<file path="src/hw/dcffc_pkg.sv">
package dcffc_pkg;
	// Register indices; the bus byte address is four times the index.
	localparam logic [9:0] IDX_FREQ_LOW = 10'h03C; // Low frequency threshold.
	localparam logic [9:0] IDX_FREQ_DET = 10'h03D; // Hysteresis and divider threshold.
	localparam logic [9:0] IDX_SSC_CTRL = 10'h03E; // Spread spectrum control.
	localparam logic [9:0] IDX_FIFO_START = 10'h03F; // Output FIFO start level.
	localparam logic [9:0] IDX_FILTER_CTRL = 10'h040; // Sampling filter control.
	localparam logic [9:0] IDX_STATUS = 10'h050; // Block state, read only.

	// Field positions.
	localparam int FREQ_LOW_MSB = 4; // Low threshold field, bits 4:0.
	localparam int HYST_LSB = 6; // Hysteresis field, bits 7:6.
	localparam int DIV_THR_MSB = 5; // Divider threshold field, bits 5:0.
	localparam int SSC_ON_BIT = 4; // Spread spectrum enable.
	localparam int SSC_RATE_BIT = 0; // Spread spectrum rate.
	localparam logic [7:0] SSC_WR_MASK = 8'h3F; // Bits 7:6 are read-only zero.
	localparam int FIL_ALWAYS_BIT = 7; // Adapt at all times.
	localparam int FIL_MEAS_BIT = 6; // Measure without updating.
	localparam int FIL_POLICY_LSB = 4; // Step policy, bits 5:4.
	localparam int FIL_WIN_LSB = 2; // Sample window, bits 3:2.
	localparam int FIL_MODE_BIT = 1; // Wait for equalizer before adapting.
	localparam int FIL_EN_BIT = 0; // Filter adaption enable.

	// Reset values.
	localparam logic [7:0] RST_FREQ_LOW = 8'h14;
	localparam logic [7:0] RST_FREQ_DET = 8'h6F; // Hysteresis 0x1, threshold 0x2F.
	localparam logic [7:0] RST_SSC_CTRL = 8'h00;
	localparam logic [7:0] RST_FIFO_START = 8'h40;
	localparam logic [7:0] RST_FILTER_CTRL = 8'h00;

	// Timing counts.
	localparam int SSC_PERIOD = 3168; // Modulation period in pixel clocks.
	localparam logic [11:0] SSC_LAST = 12'(SSC_PERIOD - 1);
	localparam logic [11:0] SSC_HALF = 12'(SSC_PERIOD / 2 - 1);
	localparam logic [11:0] WIN_BASE = 12'h100; // Smallest sample window, 256 clocks.

	// Output FIFO drain state.
	typedef enum logic [1:0] {
		DRAIN_WAIT = 2'b01,
		DRAIN_RUN = 2'b10
	} dcffc_drain_e;
endpackage : dcffc_pkg

</file>
<file path="src/hw/dcffc_hyst_cmp.sv">
`timescale 1ns/1ps
`default_nettype none
// Threshold compare with a hysteresis band so the result does not chatter.
module dcffc_hyst_cmp #(
	parameter int FW = 8
) (
	input wire logic pclk,
	input wire logic presetn,
	input wire logic [FW-1:0] freq_mhz, // Measured frequency in MHz.
	input wire logic [FW-1:0] threshold_mhz, // Threshold in MHz.
	input wire logic [1:0] hyst_mhz, // Band width in MHz.
	output logic below // High while the frequency is judged below the threshold.
);
	logic below_q; // Current judgement.
	logic below_d; // Next judgement.
	logic [FW:0] upper; // Level that must be reached to leave the low state.

	// Enter below the threshold, leave only at or above threshold plus band.
	always_comb begin
		upper = {1'b0, threshold_mhz} + {{(FW - 1){1'b0}}, hyst_mhz};
		below_d = below_q;
		if (below_q) begin
			if ({1'b0, freq_mhz} >= upper) begin
				below_d = 1'b0; // RULE15
			end
		end else if (freq_mhz < threshold_mhz) begin
			below_d = 1'b1; // RULE15
		end
	end

	// Holds the judgement.
	always_ff @(posedge pclk or negedge presetn) begin
		if (!presetn) begin
			below_q <= 1'b0;
		end else begin
			below_q <= below_d;
		end
	end

	assign below = below_q;
endmodule : dcffc_hyst_cmp
`default_nettype wire

</file>
<file path="src/hw/dcffc_top.sv">
// Summary of operation
// RULE1: Divide link clock by 2 below threshold, else 3.
// RULE2: Hysteresis field bits 7:6 counts whole MHz.
// RULE3: Enable bit 4 switches spread spectrum modulation.
// RULE4: Host writes rate first, then enable separately.
// RULE5: Host disables modulation before changing the rate.
// RULE6: Rate 1 modulates at pixel clock over 3168.
// RULE7: Video output waits until FIFO reaches start level.
// RULE8: FIFO holds 256 entries; level counts link clocks.
// RULE9: Always-on bit allows adaption before lock.
// RULE10: Measure-only bit blocks delay updates.
// RULE11: Bits 5:4 select the filter step policy.
// RULE12: Bits 3:2 select a 256 to 2048 window.
// RULE13: Below low threshold the clock is too slow.
// RULE14: Adapt after lock, or after equalizer done; with bit 1 set the code needs both lock and equalizer done.
// RULE15: Hysteresis keeps threshold decisions from chattering.
`timescale 1ns/1ps
`default_nettype none
module dcffc_top #(
	parameter int DATA_W = 12, // Parallel video word width.
	parameter int DEPTH = 256, // Output FIFO entries.
	parameter int AW = 12 // APB address width.
) (
	input wire logic pclk,
	input wire logic presetn,
	// APB slave.
	input wire logic psel,
	input wire logic penable,
	input wire logic pwrite,
	input wire logic [AW-1:0] paddr,
	input wire logic [31:0] pwdata,
	output logic [31:0] prdata,
	output logic pready,
	output logic pslverr,
	// Clock recovery side.
	input wire logic [7:0] link_freq_mhz, // Measured recovered clock frequency.
	input wire logic link_locked, // Recovered clock is frequency locked.
	input wire logic eq_adapt_done, // Equalizer adaption complete.
	output logic pll_div_three, // High selects divide by 3, low divide by 2.
	output logic link_freq_too_low, // Recovered clock too slow.
	// Spread spectrum generator.
	output logic ssc_active, // Modulation running.
	output logic ssc_sweep_up, // Direction of the triangular sweep.
	// Serial link into the FIFO.
	input wire logic link_valid,
	input wire logic [DATA_W-1:0] link_data,
	output logic link_ready,
	// Parallel video port.
	output logic video_valid,
	output logic [DATA_W-1:0] video_data,
	// Sampling delay filter.
	output logic filter_adapt_active, // Filter may measure.
	output logic filter_update_allowed, // Filter may change its delays.
	output logic [1:0] filter_step_policy, // Step policy code.
	output logic filter_window_done // One-cycle pulse at each window end.
);
	localparam int PW = $clog2(DEPTH); // Pointer width.

	// Register state.
	logic [7:0] freq_low_q, freq_low_d; // Low threshold register.
	logic [7:0] freq_det_q, freq_det_d; // Hysteresis and divider threshold.
	logic [7:0] ssc_q, ssc_d; // Spread spectrum control.
	logic [7:0] fifo_start_q, fifo_start_d; // FIFO start level.
	logic [7:0] filter_q, filter_d; // Filter control.
	logic [31:0] rdata_q, rdata_d; // Read data captured in the setup cycle.

	// Bus decode.
	logic word_ok; // Address is word aligned.
	logic [9:0] idx; // Register index from the address.
	logic mapped; // Address names a register.
	logic wr_en; // Write takes effect this edge.
	logic [31:0] status; // Live block state.

	// Clock divider and low-frequency compare.
	logic below_div; // Frequency under the divider threshold.

	// Spread spectrum counter.
	logic [11:0] ssc_cnt_q, ssc_cnt_d; // Position in the modulation period.
	logic ssc_up_q, ssc_up_d; // Sweep direction.
	logic ssc_run; // Modulation enabled with a valid rate.

	// FIFO state.
	logic [DATA_W-1:0] mem [DEPTH]; // FIFO storage.
	logic [PW-1:0] wptr_q, wptr_d; // Write pointer.
	logic [PW-1:0] rptr_q, rptr_d; // Read pointer.
	logic [PW:0] level_q, level_d; // Entries held.
	dcffc_pkg::dcffc_drain_e drain_q, drain_d; // Drain state.
	logic push; // Word accepted from the link.
	logic pop; // Word sent to the video port.
	logic vvalid_q, vvalid_d; // Video valid flop.
	logic [DATA_W-1:0] vdata_q, vdata_d; // Video data flop.

	// Filter window counter.
	logic [11:0] win_cnt_q, win_cnt_d; // Clocks into the window.
	logic [11:0] win_last; // Last count of the window.
	logic win_done_q, win_done_d; // Window end pulse.

	// Address decode for the bus.
	always_comb begin
		word_ok = (paddr[1:0] == 2'h0);
		idx = 10'(paddr[AW-1:2]);
		mapped = word_ok && (idx == dcffc_pkg::IDX_FREQ_LOW || idx == dcffc_pkg::IDX_FREQ_DET
			|| idx == dcffc_pkg::IDX_SSC_CTRL || idx == dcffc_pkg::IDX_FIFO_START
			|| idx == dcffc_pkg::IDX_FILTER_CTRL || idx == dcffc_pkg::IDX_STATUS);
		wr_en = psel && penable && pwrite && mapped;
	end

	// Zero wait states; unmapped addresses answer with an error.
	assign pready = 1'b1;
	assign pslverr = psel && penable && !mapped;

	// Status word gathers the block's live state.
	always_comb begin
		status = 32'h0000_0000;
		status[0] = pll_div_three;
		status[1] = link_freq_too_low;
		status[2] = (drain_q == dcffc_pkg::DRAIN_RUN);
		status[3] = filter_adapt_active;
		status[4] = ssc_active;
		status[16 +: PW + 1] = level_q;
	end

	// Register writes and read capture.
	always_comb begin
		freq_low_d = freq_low_q;
		freq_det_d = freq_det_q;
		ssc_d = ssc_q;
		fifo_start_d = fifo_start_q;
		filter_d = filter_q;
		rdata_d = rdata_q;
		if (wr_en) begin
			unique case (idx)
				dcffc_pkg::IDX_FREQ_LOW: begin
					freq_low_d = {3'h0, pwdata[dcffc_pkg::FREQ_LOW_MSB:0]}; // RULE13
				end
				dcffc_pkg::IDX_FREQ_DET: begin
					freq_det_d = pwdata[7:0]; // RULE2
				end
				dcffc_pkg::IDX_SSC_CTRL: begin
					ssc_d = pwdata[7:0] & dcffc_pkg::SSC_WR_MASK; // RULE3
				end
				dcffc_pkg::IDX_FIFO_START: begin
					fifo_start_d = pwdata[7:0]; // RULE8
				end
				dcffc_pkg::IDX_FILTER_CTRL: begin
					filter_d = pwdata[7:0];
				end
				default: begin
					// The status word ignores writes.
				end
			endcase
		end
		if (psel && !penable) begin
			// Capture read data in the setup cycle so it comes from a flop.
			if (!word_ok) begin
				rdata_d = 32'h0000_0000;
			end else if (idx == dcffc_pkg::IDX_FREQ_LOW) begin
				rdata_d = {24'h0, freq_low_q};
			end else if (idx == dcffc_pkg::IDX_FREQ_DET) begin
				rdata_d = {24'h0, freq_det_q};
			end else if (idx == dcffc_pkg::IDX_SSC_CTRL) begin
				rdata_d = {24'h0, ssc_q};
			end else if (idx == dcffc_pkg::IDX_FIFO_START) begin
				rdata_d = {24'h0, fifo_start_q};
			end else if (idx == dcffc_pkg::IDX_FILTER_CTRL) begin
				rdata_d = {24'h0, filter_q};
			end else if (idx == dcffc_pkg::IDX_STATUS) begin
				rdata_d = status;
			end else begin
				rdata_d = 32'h0000_0000;
			end
		end
	end

	// Register file flops.
	always_ff @(posedge pclk or negedge presetn) begin
		if (!presetn) begin
			freq_low_q <= dcffc_pkg::RST_FREQ_LOW;
			freq_det_q <= dcffc_pkg::RST_FREQ_DET;
			ssc_q <= dcffc_pkg::RST_SSC_CTRL;
			fifo_start_q <= dcffc_pkg::RST_FIFO_START;
			filter_q <= dcffc_pkg::RST_FILTER_CTRL;
			rdata_q <= 32'h0000_0000;
		end else begin
			freq_low_q <= freq_low_d;
			freq_det_q <= freq_det_d;
			ssc_q <= ssc_d;
			fifo_start_q <= fifo_start_d;
			filter_q <= filter_d;
			rdata_q <= rdata_d;
		end
	end

	assign prdata = rdata_q;

	// Divider threshold compare with hysteresis in whole MHz.
	dcffc_hyst_cmp #(
		.FW(8)
	) u_div_cmp (
		.pclk(pclk),
		.presetn(presetn),
		.freq_mhz(link_freq_mhz),
		.threshold_mhz({2'h0, freq_det_q[dcffc_pkg::DIV_THR_MSB:0]}),
		.hyst_mhz(freq_det_q[dcffc_pkg::HYST_LSB +: 2]), // RULE2
		.below(below_div)
	);

	// Low-frequency compare with the same hysteresis band.
	dcffc_hyst_cmp #(
		.FW(8)
	) u_low_cmp (
		.pclk(pclk),
		.presetn(presetn),
		.freq_mhz(link_freq_mhz),
		.threshold_mhz(freq_low_q),
		.hyst_mhz(freq_det_q[dcffc_pkg::HYST_LSB +: 2]),
		.below(link_freq_too_low) // RULE13
	);

	// Divide by 2 under the threshold, by 3 otherwise.
	assign pll_div_three = !below_div; // RULE1

	// Spread spectrum runs only when enabled with rate 1; rate 0 is reserved.
	// The host must keep the ordering of rate and enable writes itself.
	always_comb begin
		ssc_run = ssc_q[dcffc_pkg::SSC_ON_BIT] && ssc_q[dcffc_pkg::SSC_RATE_BIT]; // RULE3
		ssc_cnt_d = ssc_cnt_q;
		ssc_up_d = ssc_up_q;
		if (!ssc_run) begin
			ssc_cnt_d = 12'h000;
			ssc_up_d = 1'b1;
		end else if (ssc_cnt_q == dcffc_pkg::SSC_LAST) begin
			ssc_cnt_d = 12'h000; // RULE6
			ssc_up_d = 1'b1;
		end else begin
			ssc_cnt_d = ssc_cnt_q + 12'h001;
			if (ssc_cnt_q == dcffc_pkg::SSC_HALF) begin
				ssc_up_d = 1'b0; // RULE6
			end
		end
	end

	// Spread spectrum flops.
	always_ff @(posedge pclk or negedge presetn) begin
		if (!presetn) begin
			ssc_cnt_q <= 12'h000;
			ssc_up_q <= 1'b1;
		end else begin
			ssc_cnt_q <= ssc_cnt_d;
			ssc_up_q <= ssc_up_d;
		end
	end

	assign ssc_active = ssc_run;
	assign ssc_sweep_up = ssc_up_q;

	// FIFO control; one entry arrives per link clock, so the level counts clocks.
	always_comb begin
		push = link_valid && link_ready;
		pop = (drain_q == dcffc_pkg::DRAIN_RUN) && (level_q != '0); // RULE7
		wptr_d = push ? PW'(wptr_q + 1'b1) : wptr_q;
		rptr_d = pop ? PW'(rptr_q + 1'b1) : rptr_q;
		level_d = level_q;
		if (push && !pop) begin
			level_d = (PW + 1)'(level_q + 1'b1);
		end else if (pop && !push) begin
			level_d = (PW + 1)'(level_q - 1'b1);
		end
		drain_d = drain_q;
		unique case (drain_q)
			dcffc_pkg::DRAIN_WAIT: begin
				// Hold the video port idle until the start level is reached.
				if (level_q != '0 && level_q >= (PW + 1)'(fifo_start_q)) begin
					drain_d = dcffc_pkg::DRAIN_RUN; // RULE7
				end
			end
			dcffc_pkg::DRAIN_RUN: begin
				// Running dry rearms the start level.
				if (level_d == '0) begin
					drain_d = dcffc_pkg::DRAIN_WAIT;
				end
			end
			default: begin
				drain_d = dcffc_pkg::DRAIN_WAIT;
			end
		endcase
		vvalid_d = pop;
		vdata_d = pop ? mem[rptr_q] : vdata_q;
	end

	// Back-pressure toward the link when all entries are held.
	assign link_ready = (level_q != (PW + 1)'(DEPTH)); // RULE8

	// FIFO storage has no reset.
	always_ff @(posedge pclk) begin
		if (push) begin
			mem[wptr_q] <= link_data;
		end
	end

	// FIFO pointer and output flops.
	always_ff @(posedge pclk or negedge presetn) begin
		if (!presetn) begin
			wptr_q <= '0;
			rptr_q <= '0;
			level_q <= '0;
			drain_q <= dcffc_pkg::DRAIN_WAIT;
			vvalid_q <= 1'b0;
			vdata_q <= '0;
		end else begin
			wptr_q <= wptr_d;
			rptr_q <= rptr_d;
			level_q <= level_d;
			drain_q <= drain_d;
			vvalid_q <= vvalid_d;
			vdata_q <= vdata_d;
		end
	end

	assign video_valid = vvalid_q;
	assign video_data = vdata_q;

	// Filter gating: always-on overrides lock, adapt mode may wait for the equalizer.
	always_comb begin
		filter_adapt_active = filter_q[dcffc_pkg::FIL_EN_BIT]
			&& (filter_q[dcffc_pkg::FIL_ALWAYS_BIT] // RULE9
			|| (link_locked && (!filter_q[dcffc_pkg::FIL_MODE_BIT] || eq_adapt_done))); // RULE14
		filter_update_allowed = filter_adapt_active
			&& !filter_q[dcffc_pkg::FIL_MEAS_BIT]; // RULE10
		filter_step_policy = filter_q[dcffc_pkg::FIL_POLICY_LSB +: 2]; // RULE11
	end

	// Sample window counter, 256 shifted by the window code.
	always_comb begin
		win_last = (dcffc_pkg::WIN_BASE << filter_q[dcffc_pkg::FIL_WIN_LSB +: 2]) - 12'h001; // RULE12
		win_cnt_d = win_cnt_q;
		win_done_d = 1'b0;
		if (!filter_adapt_active) begin
			win_cnt_d = 12'h000;
		end else if (win_cnt_q >= win_last) begin
			win_cnt_d = 12'h000;
			win_done_d = 1'b1; // RULE12
		end else begin
			win_cnt_d = win_cnt_q + 12'h001;
		end
	end

	// Window flops.
	always_ff @(posedge pclk or negedge presetn) begin
		if (!presetn) begin
			win_cnt_q <= 12'h000;
			win_done_q <= 1'b0;
		end else begin
			win_cnt_q <= win_cnt_d;
			win_done_q <= win_done_d;
		end
	end

	assign filter_window_done = win_done_q;
endmodule : dcffc_top
`default_nettype wire

</file>
<file path="config.mk">
export PLATFORM = sky130hd
export DESIGN_NAME = dcffc_top
export DESIGN_NICKNAME = d
export VERILOG_FILES = /design/src/hw/dcffc_pkg.sv /design/src/hw/dcffc_hyst_cmp.sv /design/src/hw/dcffc_top.sv
export SDC_FILE = /design/constraint.sdc
export NUM_CORES = 2
export LEC_CHECK = 0
export ABC_CLOCK_PERIOD_IN_PS = 2700
export BUFFER_PORTS_ARGS = -buffer_cell sky130_fd_sc_hd__buf_4
export CAP_MARGIN = 10
export CELL_PAD_IN_SITES_DETAIL_PLACEMENT = 1
export CELL_PAD_IN_SITES_GLOBAL_PLACEMENT = 1
export CORE_MARGIN = 4
export CORE_UTILIZATION = 30
export CTS_CLUSTER_DIAMETER = 30
export DETAILED_ROUTE_END_ITERATION = 10
export PLACE_DENSITY_LB_ADDON = 0.1
export SYNTH_ARGS = -nofsm -noshare
export SYNTH_HDL_FRONTEND = slang
export SYNTH_SLANG_ARGS = --single-unit
</file>
<file path="constraint.sdc">
create_clock -name pclk -period 2.7 [get_ports pclk]
set_input_delay 0.81 -clock pclk [delete_from_list [all_inputs] [get_ports pclk]]
set_output_delay 0.81 -clock pclk [all_outputs]
set_load 0.05 [all_outputs]
</file>
==> summary.md <==
| Metric | Value |
|---|---|
| Die area | about 0.43 mm2 |
| Final period util | 1.219 |
| Worst vdd ir | approximately 0.00064 V |
| Deepest clock path buffer count | 4 |
| FF-to-FF path depth | 12 |
| Number of enable flip-flop cells after synthesis | 3,072 |
| DRC viols | 0 |
| Max Fclk | ~300 MHz |
| I/O Pins | 129 |
| Avg Synthesized Cell Area | 19.54 um2 |
| WHS | ~140 ps |
| Hold violation total from the final report | 0 |
| Buffers & Inverters on Critical Path | 6 |
| Drt pass-1 iters | 7 |
| Post-Layout Cell Count | between 10,000 and 15,000 |
| Final setup fails | 17 |
| Starting Density | 0.3017 |
| Sink Count | about 3,200 |
| Unrepaired setup endpoints after global routing | yes |
| Die width | around 660 um |
| Drt wl/cell | about 32 um |
| Post-layout min period | ~3300 ps |
| Clock Skew | about 57 ps |
| Synth Flop Type | edfxtp_1 |
| Worst-path clk slew | around 40 ps |
| Initial antenna violation count | 14 |
| Power density cells | between 1000 and 1500 mW/mm2 |
| Synthesized cell area | around 0.13 mm2 |
| YS warnings | 0 |
| CTS tree | built |
| Slew @ Worst Pin | slightly below 800 ps |
| DP Area | between 0.1 and 0.15 mm2 |
| Routed Antenna Nets | 0 |
| Synth Instances | around 6,400 |
| Cell breakdown of the critical path | buf_12 > buf_16 > buf_16 > buf_12 > mux4_2 > mux4_2 > a22oi_2 > buf_4 > a31oi_1 > buf_4 > a2111oi_4 > o21ai_1 |
| Overall Global Routing Usage | 0.2105 |
| Final Util | 0.4307 |
| Cell with the most instances after synthesis | edfxtp_1 |
| Final Slew Violations | 0 |
| Root buffer selected by CTS | clkbuf_16 |
| Max Cap Viol | 0 |
| Crit path depth | 12 |
| XOR/XNOR share of the synthesized area | 0.003409 |
| Slowest cell delay on critical path | 500 ps |
| Post-synthesis async set-or-reset flop share | 0.03759 |
| Ranking of synthesized cells by area | edfxtp_1, mux4_2, mux2i_1 |
| Compound-Gate Fraction of Synth Area | 0.04577 |
| Height of the chip | 655.8 um |
| Input/output buffers | 88 |
| Vias/cell | between 5 and 6 |
| Largest area contributor in the netlist | edfxtp_1 |
| Vias in the first global route | approximately 80,000 |
| Worst skew pair latency | around 1100 ps |
| Top cell type's share of synthesized area | 0.7328 |
| Worst path required time | roughly 3600 ps |
| Post-placement cell count | about 13,000 |
| Critical Path AT | about 4200 ps |
| Tot Pwr | between 200 and 250 mW |
| Initial DRC count | a little under 6,000 |
| Failing checks | negative setup slack |
| Simple-gate share of the synthesized area | 0.02706 |
| Area Overhead vs Synth | 42.75% |
| Worst-path fanout max | 7 |
| Post-synthesis adder-cell area fraction | 0.005089 |
| Endpoint class of the critical path | register |
| Via count | 73,720 |
| Crit path max-delay family | buffers and inverters |
| Slowest cell on crit path | mux4_2 |
| Post-synth top cells | edfxtp_1, mux2i_1, mux4_2 |
| Leakage | 62.31 nW |
| H-tree levels | 6 |
| Hold-critical path depth | 1 |
| Crit Path Category | reg2reg |
| Yosys reg bits | ~3,200 |
| Largest net degree at the start of global routing | 96 |
| Num rows | around 240 |
| Relative max-transition margin | 0.4698 |
| Final Instance Area | between 0.15 and 0.2 mm2 |
| Routability Congestion | about 0.8 |
| Post-DP HPWL | between 300,000 and 400,000 um |
| Post-Route Setup TNS | -6886 ps |
| Final wirelength | between 400,000 and 500,000 um |
| Post-synthesis mux area share | 0.1415 |
| Filler cells | 39,090 |
| Yosys cell types | 84 |
| Critical Path Start Type | register |
| HP Class | in2reg |
| Setup ws final | -591.6 ps |
| Place WS | -1264 ps |
| Combinational family with the most area after synthesis | multiplexers |
| GR Overflow Total | 0 |
| Layout cells sized above 1 | 0.4234 |
| CTS buffer count | approximately 790 |
| Status | finished with violations |
| First-pass GRT wire length | 642,100 um |
| Final nets | approximately 8,500 |
| Register area share after synthesis | 0.7567 |
| Core ar. | 0.4172 mm2 |
area by class of cell:
type                       instances  area [um2]  share of cell area
sequential                      3192       95300              0.5303
multi-input combinational       2836       31470              0.1751
clock buffer                     926       20380              0.1134
timing repair buffer            1557       18780              0.1045
tap                             5497        6878             0.03827
clock inverter                   555        6730             0.03745
inverter                          39       165.2           0.0009190
antenna                            5       12.51          0.00006962
power by group:
| group | total, mW | leakage [nW] | switching [mW] | internal, mW |
|---|---|---|---|---|
| Combinational | 60.8 | 20.2 | 34.0 | 26.9 |
| Sequential | 55.9 | 29.1 | 0.714 | 55.2 |
| Clock | 94.8 | 13.0 | 30.2 | 64.6 |
cells by family (layout without fill, tap and decap cells):
| kind of cell | Yosys count | after routing |
|---|---|---|
| AOI/OAI and AO/OA | 819 | 819 |
| xor gates and xnor gates | 49 | 49 |
| adders and majority gates | 50 | 50 |
| buffers and inverters | 429 | 3077 |
| DFF | 3192 | 3192 |
| muxes | 1114 | 1114 |
| other | 2 | 22 |
| and+or+nand+nor | 787 | 787 |
sequential cells by signal, indices dropped and copies added, names as in the netlist:
register / flops
video_data: 12
freq_low_q: 5
u_div_cmp.below: 1
mem: 3072
filter_q: 8
win_cnt_q: 12
level_q: 9
ssc_sweep_up: 1
u_low_cmp.below: 1
ssc_q: 6
filter_window_done: 1
prdata: 17
drain_q: 2
ssc_cnt_q: 12
freq_det_q: 8
wptr_q: 8
rptr_q: 8
video_valid: 1
fifo_start_q: 8
final timing paths:
kind	to	slack [ps]	from
min reg2reg	ssc_cnt_q[0]	460	ssc_cnt_q[0]
max reg2reg	video_data[1]	-590	rptr_q[0]
max in group asynchronous	u_div_cmp.below	1800	presetn
min in group asynchronous	video_valid	150	presetn
max	video_data[1]	-590	rptr_q[0]
min	mem[220][8]	140	link_data[8]
per-layer routing:
layer / share of wire / wire (um) / up-vias / global-route usage
li1: - / - / 31030 / -
met1: 0.44 / 205000 / 40110 / 0.2913
met2: 0.48 / 224100 / 1955 / 0.3481
met3: 0.047 / 21920 / 625 / 0.03010
met4: 0.025 / 11780 / 2 / 0.05457
met5: 0.000028 / 13 / - / 0
cell usage in the layout (no fill, tap or decap), drive strengths merged, types with 11 or more instances in the layout:
master,count
inv,69
a21oi,138
dfrtp,109
o311ai,13
bufinv,113
a21o,31
clkinvlp,72
nand4,25
xnor2,33
clkinv,340
edfxtp,3072
dlygate4sd3,13
o22ai,134
conb,17
ha,48
a22oi,24
a22o,13
nor3,56
a31oi,19
nor2,390
clkbuf,933
o21ai,108
and2,13
mux4,530
nand2,174
buf,1530
nand3,56
dfstp,11
and3,18
nor2b,14
a211oi,30
mux2,30
xor2,16
mux2i,554
o221ai,206
repair_timing:
action / in CTS / in global routing
resized for setup: 377 / 187
hold buffers: 13 / 0
buffers inserted: 98 / 43
setup endpoints to repair: 398 / 1828
pin swaps: 79 / 76
cloned: 22 / 7
hold endpoints to repair: 158 / 0
Note: power is estimated with default switching activity, not from simulation.
